<file path="config.mk">
export PLATFORM = sky130hd
export DESIGN_NAME = io_port_mode_mux
export DESIGN_NICKNAME = d
export VERILOG_FILES = /design/src/design/io_port_mode_mux.v /design/src/design/port_pin_mux.v
export VERILOG_INCLUDE_DIRS = /design/src /design/src/design
export SDC_FILE = /design/constraint.sdc
export NUM_CORES = 1
export LEC_CHECK = 0
export BUFFER_PORTS_ARGS = -buffer_cell sky130_fd_sc_hd__buf_2
export CAP_MARGIN = 20
export CELL_PAD_IN_SITES_DETAIL_PLACEMENT = 2
export CELL_PAD_IN_SITES_GLOBAL_PLACEMENT = 2
export CORE_MARGIN = 2
export CORE_UTILIZATION = 30
export CTS_BUF_LIST = sky130_fd_sc_hd__clkbuf_4
export DETAILED_ROUTE_END_ITERATION = 10
export GPL_ROUTABILITY_DRIVEN = 0
export MAX_ROUTING_LAYER = met4
export PLACE_DENSITY_LB_ADDON = 0.1
export SLEW_MARGIN = 20
export SYNTH_ARGS = -nofsm -noshare
export SYNTH_HDL_FRONTEND = slang
export SYNTH_SLANG_ARGS = --single-unit
</file>
<file path="constraint.sdc">
create_clock -name pclk -period 2.4 [get_ports pclk]
set_input_delay 0.12 -clock pclk [delete_from_list [all_inputs] [get_ports pclk]]
set_output_delay 0.12 -clock pclk [all_outputs]
set_load 0.02 [all_outputs]
</file>
<file path="src/design/io_port_consts.vh">
// constants for the i/o port mode multiplexer
// assumes a 32-bit apb slave with byte addresses on paddr

`ifndef IO_PORT_CONSTS_VH
`define IO_PORT_CONSTS_VH

// register index inside a port block, paddr[4:2]
`define OFF_DATA_IN 3'h0
`define OFF_DATA_OUT 3'h1
`define OFF_DIR 3'h2
`define OFF_CTRL 3'h3
`define OFF_EN_OUT 3'h4
`define OFF_ICELL 3'h5

// port p block starts at p * 0x20
`define PORT_FLD_LSB 2
`define PORT_SEL_LSB 5
`define ADDR_PERIPH 12'h080
`define PERIPH_EN_BIT 7

`define RST_PORT_REG 8'h00
`define RST_PERIPH 1'b0

// host bus kinds
`define BUS_MUX8 2'h0
`define BUS_PAGE 2'h1
`define BUS_NONMUX 2'h2

`define MASK_FULL 8'hff
`define MASK_PORT_D 8'h07

// scan sharing on the third port
`define SCAN_PIN_MASK 8'h0f
`define SCAN_OUT_BIT 3

`endif

</file>
<file path="src/design/io_port_mode_mux.v">
// i/o port mode multiplexer: three 8-bit ports and one 3-bit port
// assumes an apb master on pclk and a host bus synchronous to pclk
//
// Overview of operation
// - control bit 0 gives processor i/o
// - output pin driven from data out register
// - data in read returns live pin level
// - ports without control default processor i/o
// - driver enable is direction or oe term
// - tri-state when oe term and direction low
// - address out with ctrl and enable active
// - address out only ports a, b; muxed
// - muxed 8-bit host maps a7-a0 to ports a and b
// - non-muxed host: a7-a0 only port b
// - input cells latch pins on address strobe
// - decode inputs are treated as address inputs
// - data port mode disables port a i/o
// - peripheral mode bit 7 enables port buffer
// - buffer tri-states with no select active
// - third port shared with boundary scan
// - scan enabled by pin, config or input
// - three 8-bit ports, one 3-bit port
// - configuration registers reset to zero
// - control 1 address out, 0 processor i/o
//
// Local design decisions: the placing of the registers and the APB slave port.

`timescale 1ns/1ps
`include "io_port_consts.vh"

module io_port_mode_mux #(
   parameter ADDR_W = 12,
   parameter NPINS = 27
) (
   input wire pclk,
   input wire presetn,
   input wire psel,
   input wire penable,
   input wire pwrite,
   input wire [ADDR_W-1:0] paddr,
   input wire [31:0] pwdata,
   output reg [31:0] prdata,
   output wire pready,
   output wire pslverr,
   input wire [15:0] host_addr,
   input wire addr_latch_strobe,
   input wire [1:0] bus_type,
   input wire host_rd,
   input wire host_wr,
   input wire [7:0] host_wdata,
   output wire [7:0] host_rdata,
   output wire host_rdata_oe,
   input wire data_port_mode,
   input wire periph_select_a,
   input wire periph_select_b,
   input wire [NPINS-1:0] pld_assign,
   input wire [NPINS-1:0] pld_oe,
   input wire [NPINS-1:0] pld_out,
   input wire [NPINS-1:0] decode_use,
   output wire [NPINS-1:0] decode_addr,
   input wire scan_select_pin,
   input wire scan_config,
   input wire scan_enable,
   input wire scan_tdo,
   input wire scan_tdo_oe,
   output wire [2:0] scan_in,
   input wire [7:0] port_a_in,
   output wire [7:0] port_a_out,
   output wire [7:0] port_a_oe,
   input wire [7:0] port_b_in,
   output wire [7:0] port_b_out,
   output wire [7:0] port_b_oe,
   input wire [7:0] port_c_in,
   output wire [7:0] port_c_out,
   output wire [7:0] port_c_oe,
   input wire [2:0] port_d_in,
   output wire [2:0] port_d_out,
   output wire [2:0] port_d_oe
);

////////////////////////////////////////////////////////////////////////////////
// decoding

// pins a port really has, so unused bits read as zero
function [7:0] port_mask;
   input [1:0] p;
   begin
      port_mask = (p == 2'd3) ? `MASK_PORT_D : `MASK_FULL;
   end
endfunction

// legal register locations; used for writes and for the error answer
function addr_hit;
   input [ADDR_W-1:0] a;
   reg [2:0] f;
   reg [1:0] p;
   begin
      f = a[`PORT_FLD_LSB+2:`PORT_FLD_LSB];
      p = a[`PORT_SEL_LSB+1:`PORT_SEL_LSB];
      if (a == `ADDR_PERIPH) begin
         addr_hit = 1'b1;
      end else if (a[ADDR_W-1:7] != 0 || a[1:0] != 2'b00) begin
         addr_hit = 1'b0;
      end else if (f == `OFF_CTRL) begin
         addr_hit = (p < 2'd2);
      end else begin
         addr_hit = (f <= `OFF_ICELL);
      end
   end
endfunction

////////////////////////////////////////////////////////////////////////////////
// registers

reg [7:0] dout_r [0:3];
reg [7:0] dir_r [0:3];
reg [7:0] ctrl_r [0:1];
reg periph_en;
reg [7:0] icell_r [0:2];
reg [15:0] lat_addr;
integer i;
integer j;

wire [2:0] fld;
wire [1:0] prt;
wire wr_en;
wire hit;

assign fld = paddr[`PORT_FLD_LSB+2:`PORT_FLD_LSB];
assign prt = paddr[`PORT_SEL_LSB+1:`PORT_SEL_LSB];
assign hit = addr_hit(paddr);
assign wr_en = psel & penable & pwrite & hit;

// zero wait states: every access ends in its first access cycle
assign pready = 1'b1;
assign pslverr = psel & penable & ~hit;

always @(posedge pclk or negedge presetn) begin
   if (!presetn) begin
      for (i = 0; i < 4; i = i + 1) begin
         dout_r[i] <= `RST_PORT_REG;
         dir_r[i] <= `RST_PORT_REG;
      end
      ctrl_r[0] <= `RST_PORT_REG;
      ctrl_r[1] <= `RST_PORT_REG;
      periph_en <= `RST_PERIPH;
   end else if (wr_en) begin
      if (paddr == `ADDR_PERIPH) begin
         periph_en <= pwdata[`PERIPH_EN_BIT];
      end else begin
         case (fld)
            `OFF_DATA_OUT: begin
               dout_r[prt] <= pwdata[7:0] & port_mask(prt);
            end
            `OFF_DIR: begin
               dir_r[prt] <= pwdata[7:0] & port_mask(prt);
            end
            `OFF_CTRL: begin
               ctrl_r[prt[0]] <= pwdata[7:0];
            end
            default: begin
            end
         endcase
      end
   end
end

////////////////////////////////////////////////////////////////////////////////
// address latch and input cells

// strobe is a level sampled on pclk; latches follow while it is high
always @(posedge pclk or negedge presetn) begin
   if (!presetn) begin
      lat_addr <= 16'h0000;
      for (j = 0; j < 3; j = j + 1) begin
         icell_r[j] <= 8'h00;
      end
   end else if (addr_latch_strobe) begin
      lat_addr <= host_addr;
      icell_r[0] <= port_a_in;
      icell_r[1] <= port_b_in;
      icell_r[2] <= port_c_in;
   end
end

// decode logic sees latched cells; the small port has no cells
assign decode_addr = decode_use & {port_d_in, icell_r[2], icell_r[1], icell_r[0]};

////////////////////////////////////////////////////////////////////////////////
// latched address routing

wire [7:0] ctrl_w [0:3];
wire [7:0] addr_ok [0:3];
wire [7:0] addr_val [0:3];

assign ctrl_w[0] = ctrl_r[0];
assign ctrl_w[1] = ctrl_r[1];
assign ctrl_w[2] = 8'h00;
assign ctrl_w[3] = 8'h00;

// first port carries the low byte only for a muxed 8-bit host
assign addr_ok[0] = (bus_type == `BUS_MUX8) ? `MASK_FULL : 8'h00;
// second port: low byte, or high byte in page mode; reserved kind gives none
assign addr_ok[1] = (bus_type == `BUS_MUX8 || bus_type == `BUS_PAGE ||
   bus_type == `BUS_NONMUX) ? `MASK_FULL : 8'h00;
assign addr_ok[2] = 8'h00;
assign addr_ok[3] = 8'h00;

assign addr_val[0] = lat_addr[7:0];
assign addr_val[1] = (bus_type == `BUS_PAGE) ? lat_addr[15:8] : lat_addr[7:0];
assign addr_val[2] = 8'h00;
assign addr_val[3] = 8'h00;

////////////////////////////////////////////////////////////////////////////////
// per-port multiplexers

wire [NPINS-1:0] mux_out;
wire [NPINS-1:0] mux_oe;

genvar gp;
generate
   for (gp = 0; gp < 4; gp = gp + 1) begin : g_port
      localparam W = (gp == 3) ? 3 : 8;
      localparam LO = gp * 8;
      port_pin_mux #(
         .W(W),
         .HAS_CTRL((gp < 2) ? 1 : 0)
      ) u_mux (
         .pclk(pclk),
         .presetn(presetn),
         .dir(dir_r[gp][W-1:0]),
         .ctrl(ctrl_w[gp][W-1:0]),
         .dout(dout_r[gp][W-1:0]),
         .pld_assign(pld_assign[LO+W-1:LO]),
         .pld_oe(pld_oe[LO+W-1:LO]),
         .pld_out(pld_out[LO+W-1:LO]),
         .addr_ok(addr_ok[gp][W-1:0]),
         .addr_val(addr_val[gp][W-1:0]),
         .pin_out(mux_out[LO+W-1:LO]),
         .pin_oe(mux_oe[LO+W-1:LO])
      );
   end
endgenerate

////////////////////////////////////////////////////////////////////////////////
// first port: data port and peripheral buffer

wire buf_mode;
wire buf_sel;

// data port is fixed by configuration and wins over run-time modes
assign buf_mode = data_port_mode | periph_en;
assign buf_sel = data_port_mode | periph_select_a | periph_select_b;

assign port_a_out = buf_mode ? host_wdata : mux_out[7:0];
assign port_a_oe = buf_mode ? {8{buf_sel & host_wr}} : mux_oe[7:0];
assign host_rdata = port_a_in;
assign host_rdata_oe = buf_mode & buf_sel & host_rd;

////////////////////////////////////////////////////////////////////////////////
// second and fourth ports

assign port_b_out = mux_out[15:8];
assign port_b_oe = mux_oe[15:8];
assign port_d_out = mux_out[26:24];
assign port_d_oe = mux_oe[26:24];

////////////////////////////////////////////////////////////////////////////////
// third port: shared with boundary scan

wire scan_on;
wire [7:0] tdo_bit;

// programming never runs in normal operation, so sharing is safe
assign scan_on = scan_select_pin | scan_config | scan_enable;
assign tdo_bit = 8'h01 << `SCAN_OUT_BIT;

assign port_c_out = scan_on ?
   ((mux_out[23:16] & ~`SCAN_PIN_MASK) | (tdo_bit & {8{scan_tdo}})) :
   mux_out[23:16];
assign port_c_oe = scan_on ?
   ((mux_oe[23:16] & ~`SCAN_PIN_MASK) | (tdo_bit & {8{scan_tdo_oe}})) :
   mux_oe[23:16];
assign scan_in = scan_on ? port_c_in[2:0] : 3'h0;

////////////////////////////////////////////////////////////////////////////////
// read path

wire [7:0] pin_in_w [0:3];
wire [7:0] oe_w [0:3];
wire [7:0] icell_w [0:3];

assign pin_in_w[0] = port_a_in;
assign pin_in_w[1] = port_b_in;
assign pin_in_w[2] = port_c_in;
assign pin_in_w[3] = {5'h00, port_d_in};
assign oe_w[0] = port_a_oe;
assign oe_w[1] = port_b_oe;
assign oe_w[2] = port_c_oe;
assign oe_w[3] = {5'h00, port_d_oe};
// the small port has no input cells, so its slot reads as zero
assign icell_w[0] = icell_r[0];
assign icell_w[1] = icell_r[1];
assign icell_w[2] = icell_r[2];
assign icell_w[3] = 8'h00;

// read data is combinational so the zero-wait answer is valid at once
always @* begin
   prdata = 32'h00000000;
   if (psel && !pwrite && hit) begin
      if (paddr == `ADDR_PERIPH) begin
         prdata[`PERIPH_EN_BIT] = periph_en;
      end else begin
         case (fld)
            `OFF_DATA_IN: begin
               prdata[7:0] = pin_in_w[prt];
            end
            `OFF_DATA_OUT: begin
               prdata[7:0] = dout_r[prt];
            end
            `OFF_DIR: begin
               prdata[7:0] = dir_r[prt];
            end
            `OFF_CTRL: begin
               prdata[7:0] = ctrl_r[prt[0]];
            end
            `OFF_EN_OUT: begin
               prdata[7:0] = oe_w[prt];
            end
            `OFF_ICELL: begin
               prdata[7:0] = icell_w[prt];
            end
            default: begin
               prdata = 32'h00000000;
            end
         endcase
      end
   end
end

endmodule // io_port_mode_mux

</file>
<file path="src/design/port_pin_mux.v">
// per-port output multiplexer and driver enable
// assumes configuration inputs are synchronous to pclk

`timescale 1ns/1ps

module port_pin_mux #(
   parameter W = 8,
   parameter HAS_CTRL = 1
) (
   input wire pclk,
   input wire presetn,
   input wire [W-1:0] dir,
   input wire [W-1:0] ctrl,
   input wire [W-1:0] dout,
   input wire [W-1:0] pld_assign,
   input wire [W-1:0] pld_oe,
   input wire [W-1:0] pld_out,
   input wire [W-1:0] addr_ok,
   input wire [W-1:0] addr_val,
   output reg [W-1:0] pin_out,
   output reg [W-1:0] pin_oe
);

////////////////////////////////////////////////////////////////////////////////

// control bit only counts where the host bus offers an address here
wire [W-1:0] addr_sel;
wire [W-1:0] next_oe;
wire [W-1:0] next_out;

assign addr_sel = (HAS_CTRL != 0) ? (ctrl & addr_ok) : {W{1'b0}};
// oe product term only exists on pins owned by the logic array
assign next_oe = dir | (pld_assign & pld_oe);

genvar gi;
generate
   for (gi = 0; gi < W; gi = gi + 1) begin : g_bit
      // array pins take the macrocell, else address, else data out
      assign next_out[gi] = pld_assign[gi] ? pld_out[gi] :
         addr_sel[gi] ? addr_val[gi] :
         dout[gi];
   end
endgenerate

always @(posedge pclk or negedge presetn) begin
   if (!presetn) begin
      pin_out <= {W{1'b0}};
      pin_oe <= {W{1'b0}};
   end else begin
      pin_out <= next_out;
      pin_oe <= next_oe;
   end
end

endmodule // port_pin_mux

</file>
==> impl_metrics.ini <==
[die]
core_area_um2 = 29800
die_width_um = 178
num_io_pins = 348
die_h_um = 178
start_util_pct = 30.6
rows = 63
die-area_um2 = 31800

[timing]
rsz0062_at_grt = yes
slew_violations = 0
holdWs_ns = 0.0115
clock_skew_ns = 0.0310
fin_tns_setup_ns = 0
tightest_slew_ns = 0.599
relSlewSlack_pct = 60.1
finalHoldViolCount = 0
max_freq_mhz = 425
setup_viol_count_final = 0
finalCritPeriodShare_pct = 98.0
finalCriticalPeriod_ns = 2.35

[cts]
clkSlewWorstSetupHoldPaths_ns = 0.18
cts_buffers = 17
clock_path_buffers = 2
htree_levels = 4
cts_tree = built
cts_root_buf = clkbuf_4
clock_latency_ns = 0.59
cts.sink_count = 175

[pwr]
p_leak_uw = 0.00678
power.share.sequential_pct = 50.4
p_int_uw = 4170
power.density_nw_per_um2 = 471
p_clk_share_pct = 28.9
power_switching_uw = 2070
ir_drop_mv = 0.254
combPwrFrac_pct = 20.7
swShare_pct = 33.2

[synthesis]
synth.most_common_cell = dfrtp_1
ys_seq_elements = 175
synth_common_cells = 175 x dfrtp_1, 144 x mux2_2, 65 x nand2_1
synth_edf_count = 0
yosysWarnings = 0
async_flop_share_pct = 100
ys_seq_area_share_pct = 48.0
netlist_area_um2 = 9130
synth_top_cell_by_area = dfrtp_1
syn_inst = 762
synth_cell_types = 52
synth_top_flop_cell = dfrtp_1
synth.avg_cell_area_um2 = 12.0
synth_top_area_share_pct = 48.0
synth.area.top_cells = dfrtp_1 48%, mux2_2 18%, buf_4 3.7%

[setup_path]
crit_arrival_ns = 2.23
cp_slowest_stage_delay_ns = 0.49
path_class = reg -> out
cp_cell_sequence = o21a_1 -> o21ai_2 -> nand2_1 -> o311ai_2 -> a41oi_1 -> buf_4
cp-start-kind = flop
required_ns = 2.28
cp_max_fo = 5
crit_slowest_cell = dfrtp_2
crit_path_end_kind = primary output

[routing]
drtIter0Drc = 268
drc = 0
drt_wl_total_mm = 36.9
avgRoutedWirePerCell_um = 22.4
drtAntennaViolNets = 0
first_pass_iters = 4
vias_per_cell = 4.85
vias = 7975

[global_routing]
grt_first_pass_wirelength_mm = 55.2
antenna_found_initial = 1
grt_util_met1_pct = 30.2
grt-ovfl-total = 0
grt-busiest-layer = met2
use_met3_pct = 3.18
grt_usage_pct = 24.1
grt_max_degree = 62
grt_pass1_vias = 8927
met2_usage_pct = 41.7

[status]
status = finished, final reports clean

[cells_and_area]
num-fill-cells = 3168
drive_gt1_share_pct = 45.4
final_nets = 1462
syn2layout_area_growth_pct = 45.0
design_area_um2 = 13200
final_core_util_pct = 44.4
layout.cells.non_filler = 1645

[placement]
dp_cells = 1431
place_hpwl_mm = 25.6
portBuffers = 298
placed_area_um2 = 11100

[flow_run]
cap_violations = 0

[worst_hold_path]
holdCritPathClass = in -> async
-- cells in the final DEF, fill, tap and decap left out, types with 28 or more instances in the layout --
cell type and n:
buf_2 293, buf_4 46, o21ai_0 28, nand2_1 63, a21o_1 39, and2_1 45, mux2i_1 29, dfrtp_1 174
dlygate4sd3_1 165, mux2_2 143
-- path summary, 6_finish.rpt --
check,startpoint,endpoint,slack (ns),depth (start not counted)
hold / removal,presetn,g_port[0].u_mux.pin_out[4]$_DFF_PN0_,0.01,2
setup reg to reg,ctrl_r[7]$_DFFE_PN0P_,g_port[1].u_mux.pin_out[7]$_DFF_PN0_,0.53,7
min in group pclk,penable,periph_en$_DFFE_PN0P_,0.09,4
max in group asynchronous,presetn,g_port[1].u_mux.pin_out[5]$_DFF_PN0_,1.61,3
setup / recovery,periph_en$_DFFE_PN0P_,prdata[6],0.05,6
hold reg to reg,dout_r[5]$_DFFE_PN0P_,dout_r[5]$_DFFE_PN0P_,0.50,1
-- stage by stage --
stage	setup WS, ns	power (uW)
floorplan	0.580	3750
global placement	0.303	4230
detailed placement	0.322	4250
CTS	0.00166	6290
global route	-0.0593	6540
finish	0.0487	6230
-- per-layer routing --
layer / routed length, um / part of all wire [%] / up-vias
li1: - / - / 3660
met4: 425 / 1.2 / 0
met5: 0 / 0 / -
met1: 16000 / 43 / 4071
met3: 1590 / 4.3 / 25
met2: 18900 / 51 / 219
-- critical path: cells and delay by family (launching register included) --
family | cells | cell delay, ns
AO/OA/AOI/OAI | 4 | 0.84
buffers and inverters | 1 | 0.18
flip-flops | 1 | 0.49
AND/OR/NAND/NOR | 1 | 0.12
-- registers in the layout (all words and copies together), names as in the netlist --
| name | cells |
|---|---|
| g_port.u_mux.pin_oe | 27 |
| g_port.u_mux.pin_out | 27 |
| icell_r | 24 |
| lat_addr | 16 |
| ctrl_r | 16 |
| periph_en | 1 |
| dout_r | 32 |
| dir_r | 32 |
-- cell type report --
| class | instances | area [um2] | share of cell area [%] |
|---|---|---|---|
| flip-flops and latches | 175 | 4380 | 33.1 |
| inverters | 2 | 7.51 | 0.0567 |
| clock buffers | 17 | 128 | 0.964 |
| diodes | 1 | 2.50 | 0.0189 |
| multi-input cells | 531 | 4430 | 33.5 |
| well taps | 390 | 488 | 3.69 |
| clock inverters | 15 | 173 | 1.30 |
| repair buffers | 514 | 3630 | 27.4 |
-- power groups by stage --
stage	Sequential [uW]	Clock (uW)	Combinational, uW
floorplan	3190	0	564
global placement	3190	0	1030
detailed placement	3200	0	1050
CTS	3140	1870	1280
global route	3160	1970	1410
finish	3140	1800	1290
-- repair_timing --
action,in CTS,in global routing
resized for setup,5,20
pin swaps,2,5
hold buffers,165,0
endpoints found under the setup margin,17,8
buffers inserted,11,5
endpoints found under the hold margin,339,0
cloned,0,0
-- logic make-up after synthesis --
kind of cell | count (synthesis) | share of synthesized area, %
buf+inv | 79 | 5.41
other cells | 2 | 0.0822
compound gates | 139 | 10.5
mux | 186 | 24.1
simple gates | 181 | 11.9
flops | 175 | 48.0
Note: power is estimated with default switching activity, not from simulation.
